### config.mk
export PLATFORM = sky130hd
export DESIGN_NAME = tsc_top
export DESIGN_NICKNAME = d
export VERILOG_FILES = /design/src/tsc_pkg.sv /design/src/tsc_phase_det.sv /design/src/tsc_encoder.sv /design/src/tsc_top.sv
export SDC_FILE = /design/constraint.sdc
export NUM_CORES = 1
export LEC_CHECK = 0
export ABC_AREA = 1
export BUFFER_PORTS_ARGS = -buffer_cell sky130_fd_sc_hd__buf_2
export CAP_MARGIN = 30
export CORE_MARGIN = 5
export CORE_UTILIZATION = 50
export CTS_CLUSTER_DIAMETER = 200
export CTS_CLUSTER_SIZE = 10
export DETAILED_ROUTE_END_ITERATION = 12
export PLACE_DENSITY = 0.7
export SLEW_MARGIN = 20
export SYNTH_ARGS = -nofsm -noshare
export SYNTH_HDL_FRONTEND = slang
export SYNTH_SLANG_ARGS = --single-unit
### constraint.sdc
create_clock -name CLOCK -period 4.15 [get_ports CLOCK]
set_input_delay 1.0375 -clock CLOCK [delete_from_list [all_inputs] [get_ports CLOCK]]
set_output_delay 1.0375 -clock CLOCK [all_outputs]
set_load 0.01 [all_outputs]
### src/tsc_pkg.sv
// Purpose: shared constants, types and helpers of the tuning synthesizer control
// Assumes: one system clock; Avalon-MM word addressing
// Notes:   register offsets are word indices
package tsc_pkg;

  localparam int REF_DIV_RATIO      = 1024;
  localparam int BCD_DIGITS         = 3;
  localparam int FINE_DIGITS        = 2;
  localparam int LOCK_FILTER_CYCLES = 4;
  localparam int ADDR_W             = 2;
  localparam int DATA_W             = 32;

  localparam logic [1:0] OFS_STATUS     = 2'h0;
  localparam logic [1:0] OFS_IRQ_ENABLE = 2'h1;
  localparam logic [1:0] OFS_IRQ_CLEAR  = 2'h2;
  localparam logic [1:0] OFS_STATE      = 2'h3;

  localparam int ST_LOCK_LOST     = 0;
  localparam int ST_LOCK_REGAINED = 1;
  localparam int ST_TUNE_STEP     = 2;
  localparam int ST_W             = 3;

  localparam int FLD_MUTE      = 0;
  localparam int FLD_DIR       = 1;
  localparam int FLD_COUNT     = 2;
  localparam int FLD_FINE_BIAS = 4;
  localparam int FLD_DIVIDE    = 8;
  localparam int FLD_FINE      = 20;

  localparam logic [ST_W-1:0] IRQ_ENABLE_RST = 3'h0;
  localparam logic [11:0]     DIVIDE_BCD_RST = 12'h507;
  localparam logic [7:0]      FINE_BCD_RST   = 8'h00;

  typedef enum logic [0:0] {
    TSC_BUS_IDLE = 1'b0,
    TSC_BUS_ACK  = 1'b1
  } tsc_bus_st_t;

  typedef enum logic [0:0] {
    TSC_LOCKED = 1'b0,
    TSC_MUTED  = 1'b1
  } tsc_lock_st_t;

  // packed bcd (4 digits) to binary
  function automatic logic [13:0] tsc_bcd_to_bin(input logic [15:0] bcd);
    logic [13:0] acc;
    acc = 14'h0000;
    for (int i = 3; i >= 0; i--) begin
      acc = 14'(acc * 14'h000A + 14'(bcd[i*4 +: 4]));
    end
    return acc;
  endfunction : tsc_bcd_to_bin

endpackage : tsc_pkg

### src/tsc_phase_det.sv
// Purpose: digital phase/frequency detector with lock-failure output
// Assumes: ref_pulse and div_pulse are one-cycle pulses
// Notes:   pump is driven only while the two trains differ in phase
`timescale 1ns/1ps
module tsc_phase_det (
  input  wire logic clk,         // system clock
  input  wire logic rst_n,       // synchronised reset
  input  wire logic ref_pulse,   // reference pulse
  input  wire logic div_pulse,   // divided pulse
  output logic      pump_up,     // pump up level
  output logic      pump_dn,     // pump down level
  output logic      lock_fail_n  // low during phase difference
);
  logic up_r;
  logic up_nxt;
  logic dn_r;
  logic dn_nxt;

  always_comb begin
    up_nxt = up_r | ref_pulse;
    dn_nxt = dn_r | div_pulse;
    // both edges seen: difference ended
    if (up_nxt && dn_nxt) begin
      up_nxt = 1'b0;
      dn_nxt = 1'b0;
    end
  end

  always_ff @(posedge clk or negedge rst_n) begin
    if (!rst_n) begin
      up_r <= 1'b0;
      dn_r <= 1'b0;
    end else begin
      up_r <= up_nxt;
      dn_r <= dn_nxt;
    end
  end

  assign pump_up     = up_r;
  assign pump_dn     = dn_r;
  assign lock_fail_n = ~(up_r | dn_r);

endmodule : tsc_phase_det

### src/tsc_encoder.sv
// Purpose: two-phase tuning encoder decoder and 2-bit step counter
// Assumes: phases are squared and synchronous to clk
// Notes:   counter saturates at 3; a step wins over a same-cycle clear
`timescale 1ns/1ps
module tsc_encoder (
  input  wire logic clk,             // system clock
  input  wire logic rst_n,           // synchronised reset
  input  wire logic enc_a,           // encoder phase a
  input  wire logic enc_b,           // encoder phase b
  input  wire logic clear_strobe,    // counter clear
  output logic      count_clock_a,   // pulse on phase a rise
  output logic      count_clock_b,   // pulse on phase b rise
  output logic      tune_direction,  // 1 up, 0 down
  output logic      count_bit_high,  // count bit 1
  output logic      count_bit_low    // count bit 0
);
  logic       a_prev_r, a_prev_nxt;
  logic       b_prev_r, b_prev_nxt;
  logic       ck_a_r, ck_a_nxt;
  logic       ck_b_r, ck_b_nxt;
  logic       dir_r, dir_nxt;
  logic [1:0] cnt_r, cnt_nxt;
  logic [1:0] cnt_base;

  always_comb begin
    a_prev_nxt = enc_a;
    b_prev_nxt = enc_b;
    ck_a_nxt   = enc_a & ~a_prev_r;
    ck_b_nxt   = enc_b & ~b_prev_r;
    dir_nxt    = dir_r;
    cnt_base   = clear_strobe ? 2'h0 : cnt_r;
    cnt_nxt    = cnt_base;
    if (ck_a_nxt) begin
      // a leads b by a quarter turn when tuning upward
      dir_nxt = ~enc_b;
      cnt_nxt = (cnt_base == 2'h3) ? 2'h3 : 2'(cnt_base + 2'h1);
    end
  end

  always_ff @(posedge clk or negedge rst_n) begin
    if (!rst_n) begin
      a_prev_r <= 1'b0;
      b_prev_r <= 1'b0;
      ck_a_r   <= 1'b0;
      ck_b_r   <= 1'b0;
      dir_r    <= 1'b0;
      cnt_r    <= 2'h0;
    end else begin
      a_prev_r <= a_prev_nxt;
      b_prev_r <= b_prev_nxt;
      ck_a_r   <= ck_a_nxt;
      ck_b_r   <= ck_b_nxt;
      dir_r    <= dir_nxt;
      cnt_r    <= cnt_nxt;
    end
  end

  assign count_clock_a  = ck_a_r;
  assign count_clock_b  = ck_b_r;
  assign tune_direction = dir_r;
  assign count_bit_high = cnt_r[1];
  assign count_bit_low  = cnt_r[0];

endmodule : tsc_encoder

### src/tsc_top.sv
// Purpose: synthesizer digital control, lock mute, fine bias select, tuning front end
// Assumes: XTAL_IN and VCO_MIX_IN are squared, synchronous and below half the clock rate
// Notes:   registers on Avalon-MM with waitrequest, word addressed
//
// The Avalon-MM register port and the placing of the registers were decided locally.
`timescale 1ns/1ps
// What this block does
// - The crystal input is divided by a fixed ratio into the reference pulse train.
// - A programmable counter divides its input by a BCD divide number and feeds the detector.
// - The detector emits pump pulses as wide as the phase difference and floats when locked.
// - An active-low lock-failure output is low for the duration of each phase difference.
// - Lasting lock failure disables the synthesizer output buffers.
// - The fine bias follows the offset control only in receive with offset tuning on.
// - Two quadrature encoder phases give count pulses and an up/down direction.
// - A two-bit counter holds 0 to 3 steps between clears.
// - The count is gated onto two key inputs by the sample strobe and appears there one cycle later.
// - The direction appears on a third key input, high for up.
module tsc_top
  import tsc_pkg::*;
#(
  parameter int REF_DIV   = tsc_pkg::REF_DIV_RATIO,      // reference ratio
  parameter int LOCK_CNT  = tsc_pkg::LOCK_FILTER_CYCLES  // mute filter length
) (
  input  wire logic                        CLOCK,                  // 25 MHz clock
  input  wire logic                        RST_N,                  // async reset, low
  input  wire logic                        XTAL_IN,                // crystal square wave
  input  wire logic                        VCO_MIX_IN,             // mixed vco square wave
  input  wire logic [tsc_pkg::BCD_DIGITS*4-1:0]  DIVIDE_BCD,       // divide number digits
  input  wire logic [tsc_pkg::FINE_DIGITS*4-1:0] FINE_BCD,         // fine code digits
  input  wire logic                        LATCH_STROBE,           // latch bcd digits
  input  wire logic                        RX_MODE,                // high in receive
  input  wire logic                        RECEIVE_OFFSET_TUNING,  // offset tuning on
  input  wire logic                        ENC_PHASE_A,            // encoder phase a
  input  wire logic                        ENC_PHASE_B,            // encoder phase b
  input  wire logic                        SAMPLE_SCAN_STROBE,     // count sample strobe
  input  wire logic                        CLEAR_SCAN_STROBE,      // count clear strobe
  output logic                             REF_PULSE,              // reference pulse
  output logic                             DIV_PULSE,              // divided pulse
  output logic                             PUMP_O,                 // pump drive level
  output logic                             PUMP_OE,                // pump drive enable
  output logic                             LOCK_FAIL_N,            // low on phase error
  output logic                             BUFFER_EN,              // output buffers on
  output logic [6:0]                       FINE_CRYSTAL_OSC_CODE,  // fine step 0..99
  output logic                             FINE_BIAS_FROM_OFFSET,  // bias source select
  output logic                             ENCODER_COUNT_CLOCK_A,  // count pulse a
  output logic                             ENCODER_COUNT_CLOCK_B,  // count pulse b
  output logic                             KEY_INPUT_ONE,          // count bit low gated
  output logic                             KEY_INPUT_TWO,          // count bit high gated
  output logic                             KEY_INPUT_EIGHT,        // direction gated
  input  wire logic [tsc_pkg::ADDR_W-1:0]  AVS_ADDRESS,            // word address
  input  wire logic                        AVS_READ,               // read request
  input  wire logic                        AVS_WRITE,              // write request
  input  wire logic [tsc_pkg::DATA_W-1:0]  AVS_WRITEDATA,          // write data
  output logic [tsc_pkg::DATA_W-1:0]       AVS_READDATA,           // read data
  output logic                             AVS_WAITREQUEST,        // stall
  output logic                             IRQ                     // level interrupt
);
  import tsc_pkg::*;

  localparam int RW = $clog2(REF_DIV);
  localparam int LW = $clog2(LOCK_CNT + 1);
  localparam logic [RW-1:0] REF_LAST = RW'(REF_DIV - 1);
  localparam logic [LW-1:0] LOCK_LAST = LW'(LOCK_CNT - 1);

  // reset release
  logic rst_meta_r;
  logic rst_n_s;

  always_ff @(posedge CLOCK or negedge RST_N) begin
    if (!RST_N) begin
      rst_meta_r <= 1'b0;
      rst_n_s    <= 1'b0;
    end else begin
      rst_meta_r <= 1'b1;
      rst_n_s    <= rst_meta_r;
    end
  end

  // reference divider and programmable counter
  logic          xtal_prev_r, xtal_prev_nxt;
  logic          vco_prev_r, vco_prev_nxt;
  logic [RW-1:0] ref_cnt_r, ref_cnt_nxt;
  logic          ref_pulse_r, ref_pulse_nxt;
  logic [13:0]   div_cnt_r, div_cnt_nxt;
  logic          div_pulse_r, div_pulse_nxt;
  logic [11:0]   divide_bcd_r, divide_bcd_nxt;
  logic [7:0]    fine_bcd_r, fine_bcd_nxt;
  logic [13:0]   n_bin;
  logic [13:0]   n_last;

  always_comb begin
    xtal_prev_nxt  = XTAL_IN;
    vco_prev_nxt   = VCO_MIX_IN;
    divide_bcd_nxt = LATCH_STROBE ? DIVIDE_BCD : divide_bcd_r;
    fine_bcd_nxt   = LATCH_STROBE ? FINE_BCD : fine_bcd_r;
    n_bin          = tsc_bcd_to_bin({4'h0, divide_bcd_r});
    // a divide number below two is run as two
    n_last         = (n_bin < 14'h0002) ? 14'h0001 : 14'(n_bin - 14'h0001);
    ref_cnt_nxt    = ref_cnt_r;
    ref_pulse_nxt  = 1'b0;
    if (XTAL_IN && !xtal_prev_r) begin
      ref_pulse_nxt = (ref_cnt_r == REF_LAST);
      ref_cnt_nxt   = ref_pulse_nxt ? '0 : RW'(ref_cnt_r + 1'b1);
    end
    div_cnt_nxt   = div_cnt_r;
    div_pulse_nxt = 1'b0;
    if (VCO_MIX_IN && !vco_prev_r) begin
      div_pulse_nxt = (div_cnt_r >= n_last);
      div_cnt_nxt   = div_pulse_nxt ? 14'h0000 : 14'(div_cnt_r + 14'h0001);
    end
  end

  always_ff @(posedge CLOCK or negedge rst_n_s) begin
    if (!rst_n_s) begin
      xtal_prev_r  <= 1'b0;
      vco_prev_r   <= 1'b0;
      ref_cnt_r    <= '0;
      ref_pulse_r  <= 1'b0;
      div_cnt_r    <= 14'h0000;
      div_pulse_r  <= 1'b0;
      divide_bcd_r <= DIVIDE_BCD_RST;
      fine_bcd_r   <= FINE_BCD_RST;
    end else begin
      xtal_prev_r  <= xtal_prev_nxt;
      vco_prev_r   <= vco_prev_nxt;
      ref_cnt_r    <= ref_cnt_nxt;
      ref_pulse_r  <= ref_pulse_nxt;
      div_cnt_r    <= div_cnt_nxt;
      div_pulse_r  <= div_pulse_nxt;
      divide_bcd_r <= divide_bcd_nxt;
      fine_bcd_r   <= fine_bcd_nxt;
    end
  end

  assign REF_PULSE = ref_pulse_r;
  assign DIV_PULSE = div_pulse_r;

  // phase detector
  logic pump_up;
  logic pump_dn;
  logic lock_fail_n;

  tsc_phase_det u_pd (
    .clk         (CLOCK),
    .rst_n       (rst_n_s),
    .ref_pulse   (ref_pulse_r),
    .div_pulse   (div_pulse_r),
    .pump_up     (pump_up),
    .pump_dn     (pump_dn),
    .lock_fail_n (lock_fail_n)
  );

  assign PUMP_O      = pump_up;
  assign PUMP_OE     = pump_up ^ pump_dn;
  assign LOCK_FAIL_N = lock_fail_n;

  // lock filter and mute
  tsc_lock_st_t  lock_st_r, lock_st_nxt;
  logic          err_seen_r, err_seen_nxt;
  logic [LW-1:0] err_run_r, err_run_nxt;
  logic [LW-1:0] clean_run_r, clean_run_nxt;
  logic          ev_lost, ev_regained;
  logic          bad;

  always_comb begin
    lock_st_nxt   = lock_st_r;
    err_run_nxt   = err_run_r;
    clean_run_nxt = clean_run_r;
    ev_lost       = 1'b0;
    ev_regained   = 1'b0;
    bad           = err_seen_r | ~lock_fail_n;
    // error seen since last reference; a new error beats the clear
    err_seen_nxt  = ref_pulse_r ? ~lock_fail_n : bad;
    if (ref_pulse_r) begin
      err_run_nxt   = bad ? ((err_run_r == LOCK_LAST) ? err_run_r : LW'(err_run_r + 1'b1)) : '0;
      clean_run_nxt = bad ? '0 : ((clean_run_r == LOCK_LAST) ? clean_run_r
                                                             : LW'(clean_run_r + 1'b1));
      case (lock_st_r)
        TSC_LOCKED: begin
          if (bad && err_run_r == LOCK_LAST) begin
            lock_st_nxt = TSC_MUTED;
            ev_lost     = 1'b1;
          end
        end
        TSC_MUTED: begin
          if (!bad && clean_run_r == LOCK_LAST) begin
            lock_st_nxt = TSC_LOCKED;
            ev_regained = 1'b1;
          end
        end
        default: lock_st_nxt = TSC_MUTED;
      endcase
    end
  end

  always_ff @(posedge CLOCK or negedge rst_n_s) begin
    if (!rst_n_s) begin
      lock_st_r   <= TSC_MUTED;
      err_seen_r  <= 1'b0;
      err_run_r   <= '0;
      clean_run_r <= '0;
    end else begin
      lock_st_r   <= lock_st_nxt;
      err_seen_r  <= err_seen_nxt;
      err_run_r   <= err_run_nxt;
      clean_run_r <= clean_run_nxt;
    end
  end

  assign BUFFER_EN = (lock_st_r == TSC_LOCKED);

  // fine oscillator code and bias
  logic [6:0] fine_code_r, fine_code_nxt;
  logic       bias_sel_r, bias_sel_nxt;

  always_comb begin
    fine_code_nxt = 7'(tsc_bcd_to_bin({8'h00, fine_bcd_r}));
    bias_sel_nxt  = RX_MODE & RECEIVE_OFFSET_TUNING;
  end

  always_ff @(posedge CLOCK or negedge rst_n_s) begin
    if (!rst_n_s) begin
      fine_code_r <= 7'h00;
      bias_sel_r  <= 1'b0;
    end else begin
      fine_code_r <= fine_code_nxt;
      bias_sel_r  <= bias_sel_nxt;
    end
  end

  assign FINE_CRYSTAL_OSC_CODE = fine_code_r;
  assign FINE_BIAS_FROM_OFFSET = bias_sel_r;

  // tuning encoder and key gating
  logic count_bit_high;
  logic count_bit_low;
  logic tune_direction;
  logic count_clock_a;
  logic [2:0] key_r, key_nxt;

  tsc_encoder u_enc (
    .clk            (CLOCK),
    .rst_n          (rst_n_s),
    .enc_a          (ENC_PHASE_A),
    .enc_b          (ENC_PHASE_B),
    .clear_strobe   (CLEAR_SCAN_STROBE),
    .count_clock_a  (count_clock_a),
    .count_clock_b  (ENCODER_COUNT_CLOCK_B),
    .tune_direction (tune_direction),
    .count_bit_high (count_bit_high),
    .count_bit_low  (count_bit_low)
  );

  always_comb begin
    key_nxt[0] = SAMPLE_SCAN_STROBE & count_bit_low;
    key_nxt[1] = SAMPLE_SCAN_STROBE & count_bit_high;
    key_nxt[2] = SAMPLE_SCAN_STROBE & tune_direction;
  end

  always_ff @(posedge CLOCK or negedge rst_n_s) begin
    if (!rst_n_s) begin
      key_r <= 3'h0;
    end else begin
      key_r <= key_nxt;
    end
  end

  assign ENCODER_COUNT_CLOCK_A = count_clock_a;
  assign KEY_INPUT_ONE         = key_r[0];
  assign KEY_INPUT_TWO         = key_r[1];
  assign KEY_INPUT_EIGHT       = key_r[2];

  // register bus and interrupts
  tsc_bus_st_t         bus_st_r, bus_st_nxt;
  logic [DATA_W-1:0]   rdata_r, rdata_nxt;
  logic [ST_W-1:0]     status_r, status_nxt;
  logic [ST_W-1:0]     irq_en_r, irq_en_nxt;
  logic [ST_W-1:0]     events;
  logic [ST_W-1:0]     clr_mask;
  logic [DATA_W-1:0]   state_word;
  logic                req;
  logic                wr_done;

  always_comb begin
    req        = AVS_READ | AVS_WRITE;
    wr_done    = AVS_WRITE & (bus_st_r == TSC_BUS_ACK);
    events     = '0;
    events[ST_LOCK_LOST]     = ev_lost;
    events[ST_LOCK_REGAINED] = ev_regained;
    events[ST_TUNE_STEP]     = count_clock_a;
    clr_mask   = (wr_done && AVS_ADDRESS == OFS_IRQ_CLEAR) ? AVS_WRITEDATA[ST_W-1:0] : '0;
    // new events win over a same-cycle clear
    status_nxt = (status_r & ~clr_mask) | events;
    irq_en_nxt = (wr_done && AVS_ADDRESS == OFS_IRQ_ENABLE) ? AVS_WRITEDATA[ST_W-1:0]
                                                            : irq_en_r;
    state_word = '0;
    state_word[FLD_MUTE]           = (lock_st_r == TSC_MUTED);
    state_word[FLD_DIR]            = tune_direction;
    state_word[FLD_COUNT +: 2]     = {count_bit_high, count_bit_low};
    state_word[FLD_FINE_BIAS]      = bias_sel_r;
    state_word[FLD_DIVIDE +: 12]   = divide_bcd_r;
    state_word[FLD_FINE +: 8]      = fine_bcd_r;
    rdata_nxt  = rdata_r;
    bus_st_nxt = TSC_BUS_IDLE;
    case (bus_st_r)
      TSC_BUS_IDLE: begin
        if (req) begin
          bus_st_nxt = TSC_BUS_ACK;
          rdata_nxt  = '0;
          if (AVS_READ) begin
            case (AVS_ADDRESS)
              OFS_STATUS:     rdata_nxt[ST_W-1:0] = status_r;
              OFS_IRQ_ENABLE: rdata_nxt[ST_W-1:0] = irq_en_r;
              OFS_STATE:      rdata_nxt           = state_word;
              default:        rdata_nxt           = '0;
            endcase
          end
        end
      end
      TSC_BUS_ACK: bus_st_nxt = TSC_BUS_IDLE;
      default:     bus_st_nxt = TSC_BUS_IDLE;
    endcase
  end

  always_ff @(posedge CLOCK or negedge rst_n_s) begin
    if (!rst_n_s) begin
      bus_st_r <= TSC_BUS_IDLE;
      rdata_r  <= '0;
      status_r <= '0;
      irq_en_r <= IRQ_ENABLE_RST;
    end else begin
      bus_st_r <= bus_st_nxt;
      rdata_r  <= rdata_nxt;
      status_r <= status_nxt;
      irq_en_r <= irq_en_nxt;
    end
  end

  assign AVS_WAITREQUEST = req & (bus_st_r == TSC_BUS_IDLE);
  assign AVS_READDATA    = rdata_r;
  assign IRQ             = |(status_r & irq_en_r);

endmodule : tsc_top

# ---- Yosys cells after proc, flatten, opt, wreduce, memory -nomap -nowiden
# Cells that the tools add are included.
# W data, S select, Z words.
dict set report word_totals {
  wordCells 120
  out_inout_bits 53
  register_bits 117
}
dict set report op_classes {
  n_reduce_logical 15
  n_addsub 9
  n_mux 29
  bitwise_logic 24
  eq_ne 9
  mul 3
  magnitude_cmp 2
}
# operator count
set op_table {}
lappend op_table {{$mux W14} 2}
lappend op_table {{$mux W28} 1}
lappend op_table {{$mux W25} 1}
lappend op_table {{$mux W3} 5}
lappend op_table {{$add A13 B4 Y14} 1}
lappend op_table {{$add A14 B1 Y14 const B} 1}
lappend op_table {{$ge A14 B14 Y1} 1}
lappend op_table {{$lt A14 B2 Y1 const B} 1}
lappend op_table {{$sub A14 B1 Y14 const B} 1}
lappend op_table {{$mux W1} 13}
lappend op_table {{$mul A9 B3 Y12 const B} 1}
lappend op_table {{$add A10 B1 Y10 const B} 1}
lappend op_table {{$eq A10 B10 Y1 const B} 1}
lappend op_table {{$mux W10} 1}
lappend op_table {{$add A8 B4 Y9} 1}
lappend op_table {{$pmux W3 S3} 1}
lappend op_table {{$and A1 B1 Y1} 8}
lappend op_table {{$add A7 B4 Y7} 1}
lappend op_table {{$logic_and A1 B1 Y1} 7}
lappend op_table {{$mul A4 B3 Y7 const B} 1}
lappend op_table {{$add A3 B1 Y3 const B} 2}
lappend op_table {{$and A3 B3 Y3} 2}
lappend op_table {{$eq A2 B2 Y1 const B} 3}
lappend op_table {{$eq A3 B2 Y1 const B} 2}
lappend op_table {{other kinds (15)} 32}

# ---- Longest topological paths before layout
dict set report logic_depth {
  word_depth 8
  ltp_mapped 35
  depth_no_buf 35
}

# ---- By module
# Synthesis repeated with hierarchy kept, for this count alone.
dict set report unflattened {
  cells_unflattened 763
  area_unflattened_um2 6462.4
}
# module area_each_um2 instances cells_per_inst
set by_module_without_submodules {}
lappend by_module_without_submodules {tsc_top 6120.9 1 725}
lappend by_module_without_submodules {tsc_encoder 250.2 1 25}
lappend by_module_without_submodules {tsc_phase_det 91.3 1 13}

# ---- Worst setup path before layout
# OpenSTA, ideal clock, no wires.
dict set report synth_timing {
  kind {flip-flop to flip-flop}
  start {register divide_bcd_r[11]}
  end {register div_cnt_r[9]}
  t_required_ps 4014
  synth_period_minus_slack_ps 4837
  setup_time_ps 136
  arrival_time_ps 4701
  slack_ps -687
  path_stages_with_launch 34
  cell_sequence {dfrtp_1 > ha_1 > ha_1 > fa_1 > inv_1 > xor2_1 > inv_1 > ha_1 > ha_1 > nand2_1 > nand2_1 > inv_2 > nand2_1 > nand2_1 > nand2_2 > nor2_1 > nand2_1 > nor2_1 > nand3_1 > nor2_1 > nor2_2 > nand4_2 > buf_6 > o21ai_2 > ha_1 > nand2_1 > nor2_1 > o21ai_0 > o211ai_1 > nand3_1 > nand3_1 > nand2_1 > inv_2 > nor3_1}
}
dict set report synth_between {
  elab_chain_cells 8
}
# element line
set synth_rtl {}
lappend synth_rtl {{start: declaration} tsc_top.sv:86} ;# logic [11:0] divide_bcd_r, divide_bcd_nxt;
lappend synth_rtl {{start signal: assignment} tsc_top.sv:130} ;# divide_bcd_r <= divide_bcd_nxt;
lappend synth_rtl {{$mul A4 B3 Y7 *} tsc_pkg.sv:49} ;# acc = 14'(acc * 14'h000A + 14'(bcd[i*4 +: 4]));
lappend synth_rtl {{$add A8 B4 Y9 *} tsc_pkg.sv:49}
lappend synth_rtl {{$mul A9 B3 Y12 *} tsc_pkg.sv:49}
lappend synth_rtl {{$add A13 B4 Y14 *} tsc_pkg.sv:49}
lappend synth_rtl {{$sub A14 B1 Y14 / $lt A14 B2 Y1 (equally long branches)} tsc_top.sv:98} ;# n_last = (n_bin < 14'h0002) ? 14'h0001 : 14'(n_bin - 14'h0001);
lappend synth_rtl {{$mux W14 *} tsc_top.sv:98}
lappend synth_rtl {{$ge A14 B14 Y1 *} tsc_top.sv:108} ;# div_pulse_nxt = (div_cnt_r >= n_last);
lappend synth_rtl {{$mux W14 *} tsc_top.sv:109} ;# div_cnt_nxt = div_pulse_nxt ? 14'h0000 : 14'(div_cnt_r + 14'h0001);
lappend synth_rtl {{end signal: assignment} tsc_top.sv:128} ;# div_cnt_r <= div_cnt_nxt;
lappend synth_rtl {{end: declaration} tsc_top.sv:84} ;# logic [13:0] div_cnt_r, div_cnt_nxt;
# Mark *: on every way between the ends. The rest lies on a longest branch, timed or not.
# A chain may end at the register's enable or synchronous reset.

# ---- Worst setup path after layout
dict set report layout_timing {
  start {register divide_bcd_r[8]}
  end {register div_cnt_r[6]}
}
# Same word-level chain as after synthesis.

==> metrics.cfg <==
[power]
power_frac_comb_pct=51.5
switchingPower_mw=1.82
swShare_pct=38.6
peakVddDrop_v=0.000267
power_density_nw_per_um2=577
internal_power_mw=2.89
p_clk_share_pct=19.7
p_seq_share_pct=28.8
leakage_nw=4.20

[logic_synthesis]
synth-seq-area-share_pct=43.5
synth_top_area_share_pct=41.0
ys_warn_count=0
synth_ff_type=dfrtp_1
ys_types=40
synth_top_area_cell=dfrtp_1
avgSynthCellArea_um2=8.36
async_reset_ff_share_pct=100
ys_ff_latch=110
synth_area_leaders=dfrtp_1 (41%), ha_1 (10%), nand2_1 (9.5%)
synth_area_um2=6340
synthCells=759
synth_edf_count=0

[die]
die_area_um2=15000
coreArea_um2=12500
start_util_pct=50.7
die_y_um=123
rows=41
ios=120
die_x_um=123

[cts]
path_clk_slew_ns=0.08
numCtsBuffers=9
cts.sinks=110
insertion_delay_ns=0.34
cts_tree=done
root_buffer=clkbuf_16
holdBufCountCts=0
h-tree-depth=3
clockBufferDepth=2

[run]
drv_cap=0

[timing]
fmax_mhz=199
worst_pin_slew_ns=0.746
rsz0062_at_grt=true
finalCritPeriodShare_pct=121
final.setup_skew_ns=0.00891
hold_violations=0
setup_slack_ns=-0.871
drv_slew=0
setup_viol=15
slew_headroom_pct=50.1
setup_tns_ns=-12.50
fin_crit_ns=5.02

[critical_path]
end_kind=flop
path_class=reg -> reg
cp.arrival_ns=5.26
worst_path_max_delay_cell=dfstp_2
critical_path.top_delay_family=adder cells
worstSetupStartpointType=flop
critPathMaxStageDelay_ns=0.60
cp.required_ns=4.39
cp_max_fo=7
cp.buffers_inverters=5

[finish]
synthToLayoutAreaGrowth_pct=28.9
n_antenna_cell=0
final_nets=1034
drive_above_1_share_pct=30.5
instances_no_fill=1087

[drt]
vias_per_cell=5.10
routed_wl_um=14400
drt_first_iter_violations=296
wire_per_inst_um=13.3
first_pass_iters=5
final_antenna_net_count=0
route.detailed.drc=0
vias=5548

[global_route]
track_usage_pct=20.3
grt_max_degree=72
antenna_found_initial=0
grt.overflow.total=0
grt_pass1_wl_um=24900
grt_pass1_vias=5647

[run_status]
violations=setup timing
outcome=finished with violations

[place]
dp_cells=1059
port_buffers=83
gp_congestion=0.796
hpwlAfterDp_um=10500

[worst_hold_path]
min_path_type=reg -> async

[through the flow]
step	setup slack, ns	total power [mW]	utilization, %	hold slack [ns]	instance area, um2
6_report	-0.871	4.72	65.3	0.175	8180
5_1_grt	-1.16	5.07	65.3	0.191	8180
2_1_floorplan	-0.495	2.70	-	0.331	6450
3_3_place_gp	-0.847	3.31	59.2	0.337	7410
4_1_cts	-0.848	4.49	63.4	0.359	7940
3_5_place_dp	-1.02	3.38	59.2	0.343	7410
[placed cells by master (no fill, tap or decap), types with 3 or more instances in the layout]
cell | synthesis | final
a21oi_1 | 26 | 20
a21oi_2 | 0 | 6
buf_2 | 0 | 83
buf_4 | 7 | 61
buf_6 | 1 | 5
clkbuf_16 | 0 | 9
conb_1 | 2 | 9
dfrtp_1 | 104 | 103
dfstp_2 | 6 | 6
fa_1 | 6 | 3
fa_2 | 0 | 3
ha_1 | 51 | 37
ha_4 | 0 | 12
inv_1 | 99 | 96
inv_2 | 6 | 8
nand2_1 | 161 | 140
nand2_2 | 7 | 23
nand2_4 | 0 | 5
nand3_1 | 46 | 41
nand3_2 | 5 | 10
nand4_1 | 6 | 6
nor2_1 | 53 | 45
nor2_2 | 6 | 12
nor2_4 | 1 | 3
nor3_1 | 11 | 9
nor3_2 | 2 | 4
o21ai_0 | 88 | 82
o21ai_1 | 0 | 3
o21ai_2 | 3 | 6
o22ai_1 | 3 | 3
xnor2_1 | 10 | 8
xor2_1 | 18 | 16
xor2_2 | 1 | 3
[power groups by stage]
stage | clock [mW] | combinational, mW | sequential (mW)
finish | 0.930 | 2.43 | 1.36
global route | 0.990 | 2.70 | 1.38
CTS | 0.949 | 2.17 | 1.37
floorplan | 0 | 1.32 | 1.37
detailed placement | 0 | 1.99 | 1.38
global placement | 0 | 1.93 | 1.37
[flip-flops by register name, summed over array words and instances, names as in the netlist, 3 cells and up]
name                   cells
AVS_READDATA              25
div_cnt_r                 14
divide_bcd_r              12
ref_cnt_r                 10
fine_bcd_r                 8
FINE_CRYSTAL_OSC_CODE      7
clean_run_r                3
err_run_r                  3
irq_en_r                   3
key_r                      3
status_r                   3
[what timing repair did]
action	4_1_cts	5_1_grt
resized for setup	34	45
pin swaps	37	36
buffers inserted	7	3
gates cloned	1	0
setup endpoints to repair	15	15
[worst paths after layout]
path,startpoint,endpoint,slack (ns),cells after the start
hold reg to reg,rst_n_s,div_cnt_r[9],0.18,0
min in group CLOCK,rst_meta_r,rst_n_s,0.36,0
hold / removal,rst_n_s,div_cnt_r[9],0.18,0
max in group asynchronous,rst_n_s,divide_bcd_r[8],2.88,2
setup / recovery,divide_bcd_r[8],div_cnt_r[6],-0.87,29
setup reg to reg,divide_bcd_r[8],div_cnt_r[6],-0.87,29
[synthesized netlist by cell type (5+ instances only)]
master and instances:
nand2_1 161, dfrtp_1 104, inv_1 99, o21ai_0 88, nor2_1 53, ha_1 51
nand3_1 46, a21oi_1 26, xor2_1 18, nor3_1 11, clkbuf_1 10, xnor2_1 10
buf_4 7, nand2_2 7, dfstp_2 6, fa_1 6, inv_2 6, nand4_1 6
nor2_2 6, nand3_2 5
[cell families after synthesis]
kind of cell / count (synthesis) / share of synthesized area (%)
flip-flops: 110 / 43.5
AO/OA/AOI/OAI: 128 / 10.7
XOR/XNOR: 29 / 4.12
AND/OR/NAND/NOR: 307 / 21.5
buffers and inverters: 125 / 7.93
adder cells (fa/ha/maj): 57 / 12.0
other: 2 / 0.118
multiplexers: 1 / 0.178
[metal layers]
layer  vias to the layer above  GRT usage (%)  wire length, um
met5                         -              0                0
met4                         0           6.23              231
met3                        21           3.46              532
met2                       117           36.1             7390
met1                      2667           25.1             6280
li1                       2743              -                -
[layout make-up]
type                       instances  area, um2
multi-input combinational        531       3510
sequential                       110       2760
tap                              172        215
clock inverter                     7       95.1
clock buffer                       9        225
timing repair inverter             1       7.51
timing repair buffer             150        957
inverter                         107        404
fill                            1049       4340
Note: power is estimated with default switching activity, not from simulation.
